--- config.mk ---
export PLATFORM = sky130hd
export DESIGN_NAME = counter_state_store
export DESIGN_NICKNAME = d
export VERILOG_FILES = /design/src/counter_store_pkg.sv /design/src/state_mem_if.sv /design/src/counter_state_store.sv /design/src/state_bytes.sv
export SDC_FILE = /design/constraint.sdc
export NUM_CORES = 1
export LEC_CHECK = 0
export BUFFER_PORTS_ARGS = -buffer_cell sky130_fd_sc_hd__buf_2
export CAP_MARGIN = 30
export CORE_MARGIN = 5
export CORE_UTILIZATION = 55
export DETAILED_ROUTE_END_ITERATION = 8
export GPL_ROUTABILITY_DRIVEN = 0
export PLACE_DENSITY_LB_ADDON = 0.08
export SLEW_MARGIN = 20
export SYNTH_ARGS = -nofsm -noshare
export SYNTH_HDL_FRONTEND = slang
export SYNTH_HIERARCHICAL = 1
export SYNTH_SLANG_ARGS = --single-unit
--- constraint.sdc ---
create_clock -name clk -period 9.73 [get_ports clk]
set_input_delay 1.946 -clock clk [delete_from_list [all_inputs] [get_ports clk]]
set_output_delay 1.946 -clock clk [all_outputs]
set_load 0.05 [all_outputs]
--- src/counter_store_pkg.sv ---
// constants for the 46-bit counter state store
// assumes a single 200 MHz clock domain, synchronous active-low reset
package counter_store_pkg;
	localparam int          CNT_W        = 46;
	localparam int          FLAG_W       = 2;
	localparam int          STATE_BYTES  = 6;
	localparam int          ADDR_W       = 3;
	localparam logic [2:0]  ADDR_FIRST   = 3'h0;
	localparam logic [2:0]  ADDR_LAST    = 3'h5;
	localparam int          FLAG_LSB     = 6;
	localparam int          TOP_CNT_BITS = 6;
	localparam logic [1:0]  FLAG_OK      = 2'h0;
	localparam logic [1:0]  FLAG_RANGE   = 2'h1;
	localparam logic [1:0]  FLAG_ECC     = 2'h2;
	localparam logic [1:0]  FLAG_BUSY    = 2'h3;
	localparam logic [45:0] CNT_MAX      = 46'h1FFF_FFFF_FFFF;
	localparam logic [45:0] CNT_MIN      = 46'h2000_0000_0000;
	localparam logic [45:0] CNT_RESET    = 46'h0000_0000_0000;
	localparam logic [7:0]  ENC_KEY      = 8'hA5;
endpackage

--- src/state_mem_if.sv ---
// carries the write port of the encoded state bytes
// assumes the store owns the array and the controller drives it
interface state_mem_if;
	logic       we;
	logic [2:0] addr;
	logic [7:0] wdata;
	logic       ecc_bad;
	modport ctrl (output we, addr, wdata, input ecc_bad);
	modport mem  (input we, addr, wdata, output ecc_bad);
endinterface

--- src/counter_state_store.sv ---
// 46-bit signed counter with error flag, kept as six encoded state bytes
// assumes commands arrive as one-cycle pulses, already framed by the serial front end
// Overview of operation
// - keep a 46-bit counter and a 2-bit error flag in the array
// - counter bits packed little-endian into bytes 0 to 4, eight per byte
// - byte 5 holds counter bits 45..40 low, flag in bits 7 and 6
// - count only while flag is 00; any other value stops counting
// - overflow or underflow sets flag 01 and halts counting
// - uncorrectable check error sets flag 10
// - an unfinished previous operation sets flag 11 and stops counting
// - incrementing 1FFF_FFFF_FFFF is overflow; flag 01, next count refused
// - decrementing 2000_0000_0000 is underflow; flag 01, counting stops
// - counter is two's complement; 3FFF_FFFF_FFFF means minus one
// - bytes are stored encoded; state writes may overwrite them
// - state write bytes go from address 0 upward, wrapping, until frame ends
module counter_state_store
(
	// clock and reset
	input  wire logic        clk,
	input  wire logic        rst_n,
	// counting commands, one-cycle pulses
	input  wire logic        direct_increment_cmd,
	input  wire logic        direct_decrement_cmd,
	// state write stream
	input  wire logic        state_write_start,
	input  wire logic        state_write_valid,
	input  wire logic [7:0]  state_write_data,
	// check fault injection
	input  wire logic        ecc_fault,
	// logical state for state reads, raw encoded image for plain reads
	output logic [45:0]      count_value,
	output logic [1:0]       error_flag,
	output logic             busy,
	output logic             cmd_refused,
	output logic [47:0]      stored_image
);
	typedef enum logic [1:0] {
		ST_IDLE  = 2'b00,
		ST_MARK  = 2'b01,
		ST_BYTES = 2'b11,
		ST_DONE  = 2'b10
	} state_e;

	state_e      st_q, st_d;
	logic [45:0] cnt_q, cnt_d;
	logic [45:0] new_q, new_d;
	logic [1:0]  flag_q, flag_d;
	logic [1:0]  fin_q, fin_d;
	logic [2:0]  idx_q, idx_d;
	logic [2:0]  waddr_q, waddr_d;
	logic        ref_q, ref_d;
	logic [47:0] img;
	state_mem_if mem ();
	// next values of the output flops
	logic [45:0] count_d;
	logic [1:0]  eflag_d;
	logic        busy_d;
	logic [47:0] image_d;

	function automatic logic [7:0] enc(input logic [7:0] b, input logic [2:0] a);
		enc = b ^ counter_store_pkg::ENC_KEY ^ {5'h0, a};
	endfunction

	// byte a of the logical layout
	function automatic logic [7:0] pick(input logic [45:0] c, input logic [1:0] f,
		input logic [2:0] a);
		logic [47:0] word;
		word = {f, c};
		pick = word[a*8 +: 8];
	endfunction

	function automatic logic [2:0] next_addr(input logic [2:0] a);
		next_addr = (a == counter_store_pkg::ADDR_LAST) ? counter_store_pkg::ADDR_FIRST
			: a + 3'h1;
	endfunction

	state_bytes u_bytes
	(
		.clk     (clk),
		.rst_n   (rst_n),
		.port    (mem.mem),
		.corrupt (ecc_fault),
		.image   (img)
	);

	always_comb
	begin
		logic go;
		logic [47:0] w;
		go = 1'b0;
		w = 48'h0;
		st_d = st_q;
		cnt_d = cnt_q;
		new_d = new_q;
		flag_d = flag_q;
		fin_d = fin_q;
		idx_d = idx_q;
		waddr_d = waddr_q;
		ref_d = 1'b0;
		mem.we = 1'b0;
		mem.addr = 3'h0;
		mem.wdata = 8'h0;
		// only checked while idle, so an update never sees its own half-written bytes
		if (mem.ecc_bad && flag_q == counter_store_pkg::FLAG_OK && st_q == ST_IDLE)
			flag_d = counter_store_pkg::FLAG_ECC;
		case (st_q)
			ST_IDLE:
			begin
				go = direct_increment_cmd | direct_decrement_cmd;
				if (state_write_start)
					waddr_d = counter_store_pkg::ADDR_FIRST;
				else if (state_write_valid)
				begin
					// raw bytes overwrite the store; logical copy follows them
					mem.we = 1'b1;
					mem.addr = waddr_q;
					mem.wdata = enc(state_write_data, waddr_q);
					w = {flag_q, cnt_q};
					w[waddr_q*8 +: 8] = state_write_data;
					{flag_d, cnt_d} = w;
					waddr_d = next_addr(waddr_q);
				end
				// a check error found this cycle wins over the count
				else if (go && flag_d != counter_store_pkg::FLAG_OK)
					ref_d = 1'b1;
				else if (go)
				begin
					// the range test compares the old count with CNT_MAX or CNT_MIN
					new_d = direct_increment_cmd ? cnt_q + 46'h1 : cnt_q - 46'h1;
					if ((direct_increment_cmd && cnt_q == counter_store_pkg::CNT_MAX) ||
						(direct_decrement_cmd && cnt_q == counter_store_pkg::CNT_MIN))
						fin_d = counter_store_pkg::FLAG_RANGE;
					else
						fin_d = counter_store_pkg::FLAG_OK;
					flag_d = counter_store_pkg::FLAG_BUSY;
					st_d = ST_MARK;
				end
			end
			ST_MARK:
			begin
				// mark first so a cut-off update leaves flag 11 behind
				mem.we = 1'b1;
				mem.addr = counter_store_pkg::ADDR_LAST;
				mem.wdata = enc(pick(cnt_q, counter_store_pkg::FLAG_BUSY, 3'h5), 3'h5);
				idx_d = counter_store_pkg::ADDR_FIRST;
				st_d = ST_BYTES;
			end
			ST_BYTES:
			begin
				// byte 5 is rewritten with flag 11 too; only the closing write clears it
				mem.we = 1'b1;
				mem.addr = idx_q;
				mem.wdata = enc(pick(new_q, counter_store_pkg::FLAG_BUSY, idx_q), idx_q);
				idx_d = idx_q + 3'h1;
				if (idx_q == counter_store_pkg::ADDR_LAST)
				begin
					cnt_d = new_q;
					st_d = ST_DONE;
				end
			end
			ST_DONE:
			begin
				// the closing write drops the busy mark and sets the final flag
				mem.we = 1'b1;
				mem.addr = counter_store_pkg::ADDR_LAST;
				mem.wdata = enc(pick(cnt_q, fin_q, 3'h5), 3'h5);
				flag_d = fin_q;
				st_d = ST_IDLE;
			end
			default:
				st_d = ST_IDLE;
		endcase
	end

	// state reads see this logical copy; the image serves plain reads only
	always_comb
	begin
		count_d = cnt_d;
		eflag_d = flag_d;
		busy_d = (st_d != ST_IDLE);
		image_d = img;
	end

	always_ff @(posedge clk)
	begin
		if (!rst_n)
		begin
			st_q <= ST_IDLE;
			cnt_q <= counter_store_pkg::CNT_RESET;
			new_q <= counter_store_pkg::CNT_RESET;
			flag_q <= counter_store_pkg::FLAG_OK;
			fin_q <= counter_store_pkg::FLAG_OK;
			idx_q <= 3'h0;
			waddr_q <= 3'h0;
			ref_q <= 1'b0;
			count_value <= counter_store_pkg::CNT_RESET;
			error_flag <= counter_store_pkg::FLAG_OK;
			busy <= 1'b0;
			stored_image <= 48'h0;
		end
		else
		begin
			st_q <= st_d;
			cnt_q <= cnt_d;
			new_q <= new_d;
			flag_q <= flag_d;
			fin_q <= fin_d;
			idx_q <= idx_d;
			waddr_q <= waddr_d;
			ref_q <= ref_d;
			count_value <= count_d;
			error_flag <= eflag_d;
			busy <= busy_d;
			stored_image <= image_d;
		end
	end

	assign cmd_refused = ref_q;
endmodule

--- src/state_bytes.sv ---
// six encoded state bytes held in flip-flops with a parity check bit each
// assumes writes come one byte per cycle from the controller
module state_bytes
(
	// clock and reset
	input  wire logic   clk,
	input  wire logic   rst_n,
	// write port and check result
	state_mem_if.mem    port,
	// fault injection for the check path
	input  wire logic   corrupt,
	// raw encoded image
	output logic [47:0] image
);
	logic [7:0] mem_q [6];
	logic [7:0] mem_d [6];
	logic [5:0] par_q;
	logic [5:0] par_d;
	logic       bad;

	always_comb
	begin
		mem_d = mem_q;
		par_d = par_q;
		if (port.we)
		begin
			mem_d[port.addr] = port.wdata;
			par_d[port.addr] = ^port.wdata ^ corrupt;
		end
		bad = 1'b0;
		for (int i = 0; i < 6; i++)
			bad = bad | (par_q[i] != ^mem_q[i]);
	end

	always_ff @(posedge clk)
	begin
		if (!rst_n)
		begin
			for (int i = 0; i < 6; i++)
				mem_q[i] <= counter_store_pkg::ENC_KEY;
			par_q <= 6'h0;
		end
		else
		begin
			mem_q <= mem_d;
			par_q <= par_d;
		end
	end

	assign port.ecc_bad = bad;
	assign image = {mem_q[5], mem_q[4], mem_q[3], mem_q[2], mem_q[1], mem_q[0]};
endmodule

======== Word-level counts from Yosys, hierarchy flattened ========
Index checks and enable logic that the tools add are counted.
operators by class
  equality and inequality tests ........... 16
  magnitude comparators ................... 4
  muxes and demuxes ....................... 39
  shift operators ......................... 3
  bitwise operators ....................... 21
  reduce and logical (&&, ||, !) cells .... 28
  add/sub/neg operators ................... 5
operators with widths
  cell                     count
  $mux 46                  4
  $bwmux 48                2
  $pmux 46 s2              1
  $reduce_xor 8->1         7
  $shift 8x34->48 const A  1
  $shiftx 48x7->8          1
  $shiftx 8x34->48         1
  $add 46x1->46 const B    1
  $eq 46x45->1 const B     1
  $eq 46x46->1 const B     1
  $sub 46x1->46 const B    1
  $neg 6->34               1
  $pmux 8 s4               1
  $demux 8 s3              1
  $mux 8                   3
  $mux 2                   10
  $not 4->4                4
  $xor 8x3->8              2
  $mux 3                   5
  $reduce_bool 2->1        5
  $pmux 3 s3               1
  $pmux 2 s4               1
  $logic_and 1x1->1        7
  $add 3x1->3 const B      2
  other kinds (28)         52
storage, ports and cells
  register bits ........................... 208
  word-level logic and storage cells ...... 133
  input port bits ......................... 15

======== Longest topological paths before layout ========
Gate-level depths: netlist of the first run.
  word-level depth ........................ 17
  mapped depth ............................ 13

======== Modules after synthesis ========
Netlist of the first run, hierarchy kept.
by module, submodules not included
  module               instances  area an instance (um2)  cells each
  counter_state_store  1          8947.3                  1085
  state_bytes          1          2585.0                  306

======== Worst setup path after synthesis of the first run ========
OpenSTA, ideal clock, no wires.
  kind .................................... input to register
  start point ............................. input port direct_increment_cmd
  end point ............................... register new_q[36]
  setup slack ............................. 4.663 ns
  arrival ................................. 4.935 ns
  stages on the path ...................... 12
  library setup time ...................... 0.132 ns
  cell sequence ........................... inv_1 > ha_1 > buf_6 > a21o_1 > a21o_1 > a221oi_2 > o31ai_4 > a2111oi_4 > nor4_1 > or3_1 > nand3_1 > a21oi_1
on the way
  longest elaborated chain between the ends .. 4
  elaborated cells between the ends (all ways) .. 5
  those cells by class .................... mux: 1; bitwise: 2; reduce/logical: 2
ends and longest elaborated chain
  element                            RTL line                    text
  start, declared                    counter_state_store.sv:22   input wire logic direct_increment_cmd,
  $or 1x1->1                         counter_state_store.sv:109  go = direct_increment_cmd | direct_decrement_cmd;
  $logic_and 1x1->1                  counter_state_store.sv:124  else if (go && flag_d != counter_store_pkg::FLAG_OK)
  $not 1->1 (no source line)         -
  $reduce_and 5->1 (no source line)  -
  end signal, assigned               counter_state_store.sv:190  new_q <= counter_store_pkg::CNT_RESET;
  end signal, assigned               counter_state_store.sv:205  new_q <= new_d;
  end, declared                      counter_state_store.sv:46   logic [45:0] new_q, new_d;
Several ways; a longest one is shown, not always the timed one.
A chain may end at the register's enable or synchronous reset.

======== Final worst setup path of the first run ========
Ends and elaborated chain as after synthesis.

==> results.md, run 1 <==
- Final Cell Area: 13000 um2
- Worst-Margin Slew: approximately 0.95 ns
- Fin. Hold Viols: 0
- # clock sinks: 207
- Syn Inst Count: 1391
- Worst slew margin: between 30 and 40%
- Remaining Overflow, GRT: 0
- Sequential cell area: 4140 um2
- Complex-gate fraction of the synthesized area: 21.4%
- Largest net degree at the start of global routing: 93
- Sequential share of power: 41.3%
- GRT Util Overall: 27.2%
- CTS tree: built
- Mux contribution to synthesized area: 2.59%
- Residual DRC count: 0
- Vias per cell: 5.99
- Data arrival, critical path: 5.15 ns
- Initial antenna violation count: 0
- Synth top area cells: dfxtp_1 36%, nand2_1 6.8%, ha_1 6.0%
- Port-buffer cells: around 110
- Syn_area_per_cell: 8.29 um2
- Height of the die: roughly 150 um
- P_sw: 0.000747 W
- Area Overhead vs Synth: 12.9%
- Placed cell area: about 12000 um2
- Post-CTS sizing: 0
- Synth cell types: 80
- Top cell type's share of synthesized area: ~36%
- Initial Util: between 50% and 60%
- Final setup viols: 0
- Post-synth EDFFs: 0
- Cts bufs inserted: 23
- Simple-gate share of the synthesized area: 22.8%
- 1st-pass router iterations: 5
- Row cnt: between 50 and 60
- Switch share: roughly a third
- Fraction of layout cells with a size suffix above 1: 14.4%
- Largest family of logic cells by synthesized area: simple AND/OR/NAND/NOR gates
- Setup TNS: 0 ns
- Multi-input logic area: 6980 um2
- Critical setup path kind: input port to flip-flop
- Status: complete, no violations
- Post-Synth XOR/XNOR Area: 7.49%
- RSZ-0062 raised after global routing: false
- Synth area leader: dfxtp_1
- Period minus WS final: 4.79 ns
- Clk network pwr share: 37.4%
- Area share of fa/ha/maj cells after synthesis: 6.14%
- MaxCap Viol Count: 0
- # hold bufs at CTS: 0
- Total Power: 0.00233 W
- DIE AREA: 24000 um2
- Post-synthesis sequential area ratio: approximately 36%
- Setup crit end kind: flip-flop
- Vias in the first global route: between 9000 and 10000
- H-tree depth: 1
- Fill cell count: 1887
- Class of the worst hold path: flip-flop to flip-flop
- Fin nets: 1539
- Logic pwr share: 21.3%
- Clk Latency, worst-skew pair: 0.52 ns
- CTS root buf: clkbuf_16
- Static leakage: 5.22 nW
- PwrDens: 179 nW/um2
- Mapped Area: 11500 um2
- Fmax: 0.209 GHz
- Post-CTS Setup Repair Bufs: 0
- Crit path launch type: input port
- Ys flop type: dfxtp_1
- Post-DP HPWL: 23900 um
- CP max FO: 44
- Worst EP required: a little over 10 ns
- I/O pins: around 110
- Post-synth ARST share: 0%
- 1st-iter DRT viols: around 800
- Post-DRT Antenna Nets: 0
- CORE AREA: around 21000 um2
- Cell internal pwr: 0.00158 W
- Max Buffers Root-to-Sink: 3
- Clk slew on worst S/H paths: 0.06 ns
- Final WL: between 30000 and 40000 um
- DR WL/cell: 19.2 um
- Clk_skew: 0.0333 ns
- Yosys reg bits: 207
- First-pass GRT wire length: 53100 um
- Mapped Nets: 1462
- N_diodes: 0
- Final period utilization: about half
- Total number of vias: 10500
- Slew Limit Fails: 0
- VDD IR-drop max: 156 uV
- Die X: roughly 150 um
- Synth warn: 6
[power groups by stage]
stage | Combinational, W | Clock (W) | Sequential, W
6_report | 0.000495 | 0.000871 | 0.000961
5_1_grt | 0.000534 | 0.000923 | 0.000966
4_1_cts | 0.000493 | 0.000886 | 0.000960
3_5_place_dp | 0.000491 | 0 | 0.000978
3_3_place_gp | 0.000485 | 0 | 0.000976
2_1_floorplan | 0.000310 | 0 | 0.00102
[worst paths after layout]
path / from / end / slack (ns) / cells after the start
worst min-delay path: new_q[12]$_SDFFE_PN0P_ / new_q[12]$_SDFFE_PN0P_ / 0.47 / 2
worst max-delay path: direct_increment_cmd / new_q[36]$_SDFFE_PN0P_ / 4.94 / 13
worst min register to register: new_q[12]$_SDFFE_PN0P_ / new_q[12]$_SDFFE_PN0P_ / 0.47 / 2
worst max register to register: u_bytes/image[35]$_SDFFE_PN0P_ / new_q[45]$_SDFFE_PN0P_ / 5.90 / 12
[sequential cells by signal, indices dropped and copies added (netlist names)]
signal         cells
fin_q              1
flag_q             2
stored_image      48
cmd_refused        1
idx_q              3
cnt_q             46
u_bytes/par_q      6
waddr_q            3
u_bytes/image     48
busy               1
st_q               2
new_q             46
[logic make-up (layout without fill, tap and decap cells)]
family | after synthesis | count (layout)
buf+inv | 102 | 195
simple gates | 551 | 551
fa+ha+maj | 56 | 56
compound gates | 363 | 363
mux | 23 | 23
xor+xnor | 89 | 89
flops | 207 | 207
[worst max-delay path, stage by stage]
cell,delay [ns]
buf_2,0.16
inv_1,0.07
buf_4,0.48
ha_1,0.40
a21oi_1,0.23
o21ai_0,0.15
a221oi_2,0.38
o31ai_4,0.18
a2111oi_4,0.52
nor4_1,0.12
or3_1,0.33
nand3_1,0.09
a21oi_1,0.07
[stage by stage]
step	hold slack [ns]	setup WS, ns	utilization, %	cells
after floorplan	0.442	4.66	-	1391
after global placement	0.457	4.57	58.7	1713
after detailed placement	0.460	4.44	58.8	1717
after CTS	0.466	4.97	62.5	1758
after global routing	0.490	4.76	62.5	1759
final	0.471	4.94	62.5	1759
[layout make-up]
type                       count  area share, %
sequential                   207           31.8
timing repair buffer         133           5.50
inverter                      21          0.606
tap                          275           2.64
clock inverter                13           1.02
clock buffer                  28           4.80
multi-input combinational   1082           53.6
[metal layers]
metal  share of wire, %  GRT usage, %
met1                 43          35.7
met2                 46          45.6
met3                6.9          3.19
met4                4.1          11.2
met5                  0             0
[synthesized netlist by cell type (7+ instances only)]
master      n
a211oi_1   47
a21boi_1   31
a21o_1     21
a21oi_1    98
a22oi_1    39
a31oi_1     9
and2_1     55
and3_1     11
buf_2      10
clkbuf_1   63
dfxtp_1   207
ha_1       55
inv_1      20
mux2i_1    13
nand2_1   209
nand2b_1   13
nand3_1    63
nand4_1    23
nor2_1    106
nor2b_1    10
nor3_1     17
nor4_1     16
o211ai_1   10
o21ai_0    42
o21bai_1    7
o22ai_1     7
xnor2_1    57
xor2_1     25
[layout by cell type (no fill, tap or decap), drive strengths merged, types with 13 or more instances in the layout]
master / count
a211oi: 47
a21boi: 34
a21o: 22
a21oi: 102
a22oi: 39
and2: 55
buf: 133
clkbuf: 28
dfxtp: 207
ha: 55
inv: 21
mux2i: 13
nand2: 209
nand2b: 13
nand3: 63
nand4: 23
nor2: 110
nor3: 20
nor4: 16
o21ai: 47
xnor2: 59
xor2: 25
(Power assumes the default switching activity.)
==> inputs of run 2 (changes only) <==
==> constraint.sdc (replaced) <==
create_clock -name clk -period 4.75 [get_ports clk]
set_input_delay 0.95 -clock clk [delete_from_list [all_inputs] [get_ports clk]]
set_output_delay 0.95 -clock clk [all_outputs]
set_load 0.05 [all_outputs]
==> run 2 against run 1 <==
  * Global-route usage is 0.24 points higher
  * Non-clock buffer count is 5 higher
  * Sequential power is 100% higher
  * Design area is 0.59% higher
  * Highest routed layer unchanged
  * Largest power group unchanged
  * Critical path type unchanged
  * Clock skew is 0.015 ns lower
==> results.md, run 2 (synthesized netlist as in run 1, its figures left out) <==
- CTS tree: built
- VDD IR-drop max: 187 uV
- Die X: 155 um
- Grt peak-use layer: met2
- Largest net degree at the start of global routing: 86
- CTS root buf: clkbuf_16
- Period minus WS final: 3.72 ns
- # hold bufs at CTS: 0
- Residual DRC count: 0
- Launch point of the worst hold path: u_bytes/par_q[3]$_SDFFE_PN0P_
- Post-DRT Antenna Nets: 0
- Global-route met1 utilization: 36.3%
- Min-Delay Path Depth: 2
- Area Overhead vs Synth: 13.5%
- Row cnt: 53
- N_diodes: 0
- Class of the worst hold path: flip-flop to flip-flop
- Most common cell after layout, fill and taps aside: nand2_1
- Worst-Margin Slew: between 0.9 and 1 ns
- 1st-iter DRT viols: 892
- Data arrival, critical path: between 4 and 5 ns
- Post-CTS sizing: 0
- Fmax: between 0.2 and 0.3 GHz
- Height of the die: 155 um
- CP max stage delay: roughly 0.36 ns
- Initial Util: 55.4%
- RR Endpoint: u_bytes/par_q[4]$_SDFFE_PN0P_
- Status: complete, no violations
- Worst slew margin: 35.7%
- H-tree depth: 1
- RR Startpoint: st_q[1]$_SDFF_PN0_
- Setup TNS: 0 ns
- Vias in the first global route: 9845
- Max Buffers Root-to-Sink: 3
- Worst hold endpoint: u_bytes/par_q[3]$_SDFFE_PN0P_
- GRT Util Overall: 27.4%
- 1st-pass router iterations: 5
- Slowest cell on crit path: ha_1
- Initial antenna violation count: 0
- Total Power: 0.00484 W
- RSZ-0062 raised after global routing: false
- Final setup viols: 0
- I/O pins: roughly 110
- Port-buffer cells: 112
- Cts bufs inserted: 23
- Worst Reg-to-Reg Cells: 11
- Critical setup path kind: input port to flip-flop
- First-pass GRT wire length: 53800 um
- Setup crit end kind: flip-flop
- # clock sinks: 207
- Final period utilization: 78.3%
- Vias per cell: approximately 6
- Clk Latency, worst-skew pair: 0.51 ns
- Crit path launch type: input port
- Slew Limit Fails: 0
- Clk slew on worst S/H paths: around 0.060 ns
- Met2 Usage GRT: 46.5%
- Post-CTS Setup Repair Bufs: 0
- Commonest cells after routing, fill and taps aside: 209 x nand2_1, 207 x dfxtp_1, 112 x buf_2, 105 x nor2_1, 98 x a21oi_1
- Setup slack, reg-to-reg: 1.40 ns
- M3 GR Usage: approximately 3.7%
- MaxCap Viol Count: 0
- Fraction of layout cells with a size suffix above 1: 14.4%
- DIE AREA: 24000 um2
- Total number of vias: 10600
- Cell with the most instances on the worst path: a21o_1
- Crit-path cells: buf_2, inv_1, buf_4, ha_1, a21o_1, o21bai_4, a221oi_2, o211ai_1, a41oi_2, a21oi_2, and3_1, a21o_1, a211o_1
- DR WL/cell: 19.3 um
- Clk_skew: 0.0183 ns
- CP max FO: 16
- Worst EP required: ~5.2 ns
- Fin. Hold Viols: 0
- Final WL: 34000 um
- PwrDens: 369 nW/um2
- Fin nets: 1544
- CORE AREA: around 21000 um2
- Remaining Overflow, GRT: 0
- Static leakage: 5.25 nW
- Post-DP HPWL: 24600 um
==> run 2: worst max-delay path by stage <==
stage	start	end	slack, ns	cells after the start
finish	direct_increment_cmd	new_q[45]$_SDFFE_PN0P_	1.03	13
global route	direct_increment_cmd	new_q[45]$_SDFFE_PN0P_	0.86	13
CTS	direct_increment_cmd	new_q[45]$_SDFFE_PN0P_	1.09	13
detailed placement	direct_increment_cmd	new_q[45]$_SDFFE_PN0P_	0.56	13
global placement	direct_increment_cmd	new_q[45]$_SDFFE_PN0P_	0.60	13
floorplan	direct_increment_cmd	new_q[36]$_SDFFE_PN0P_	0.68	12
==> run 2: through the flow <==
stage	instance area (um2)	setup slack, ns	hold slack [ns]	cells	utilization (%)
2_1_floorplan	11500	0.679	0.442	1391	-
3_3_place_gp	12300	0.602	0.455	1720	59.0
3_5_place_dp	12300	0.559	0.459	1723	59.1
4_1_cts	13100	1.09	0.468	1764	62.9
5_1_grt	13100	0.858	0.487	1764	62.9
6_report	13100	1.03	0.467	1764	62.9
==> run 2: critical path: cells and delay by family <==
| family | cells | cell delay (ns) |
|---|---|---|
| compound gates | 8 | 1.79 |
| buf+inv | 3 | 0.80 |
| fa+ha+maj | 1 | 0.36 |
| simple gates | 1 | 0.21 |
==> run 2: final cells by class <==
cell class	instances	area (um2)
fillers	1894	7730
multi-input cells	1082	6980
flip-flops and latches	207	4140
repair buffers	138	768
clock buffers	34	657
well taps	275	344
clock inverters	7	121
inverters	21	78.8
==> run 2: power by group <==
group	internal, W	leakage (nW)	switching [W]
logic	0.000343	3.20	0.000681
registers	0.00186	1.68	0.000113
clock network	0.00112	0.368	0.000723
==> run 2: layer usage <==
| metal | vias up | wire length [um] | part of all wire (%) |
|---|---|---|---|
| met5 | - | 0 | 0 |
| met4 | 0 | 1200 | 3.5 |
| met3 | 80 | 2310 | 6.8 |
| met2 | 436 | 16100 | 47 |
| met1 | 4988 | 14400 | 42 |
| li1 | 5122 | - | - |
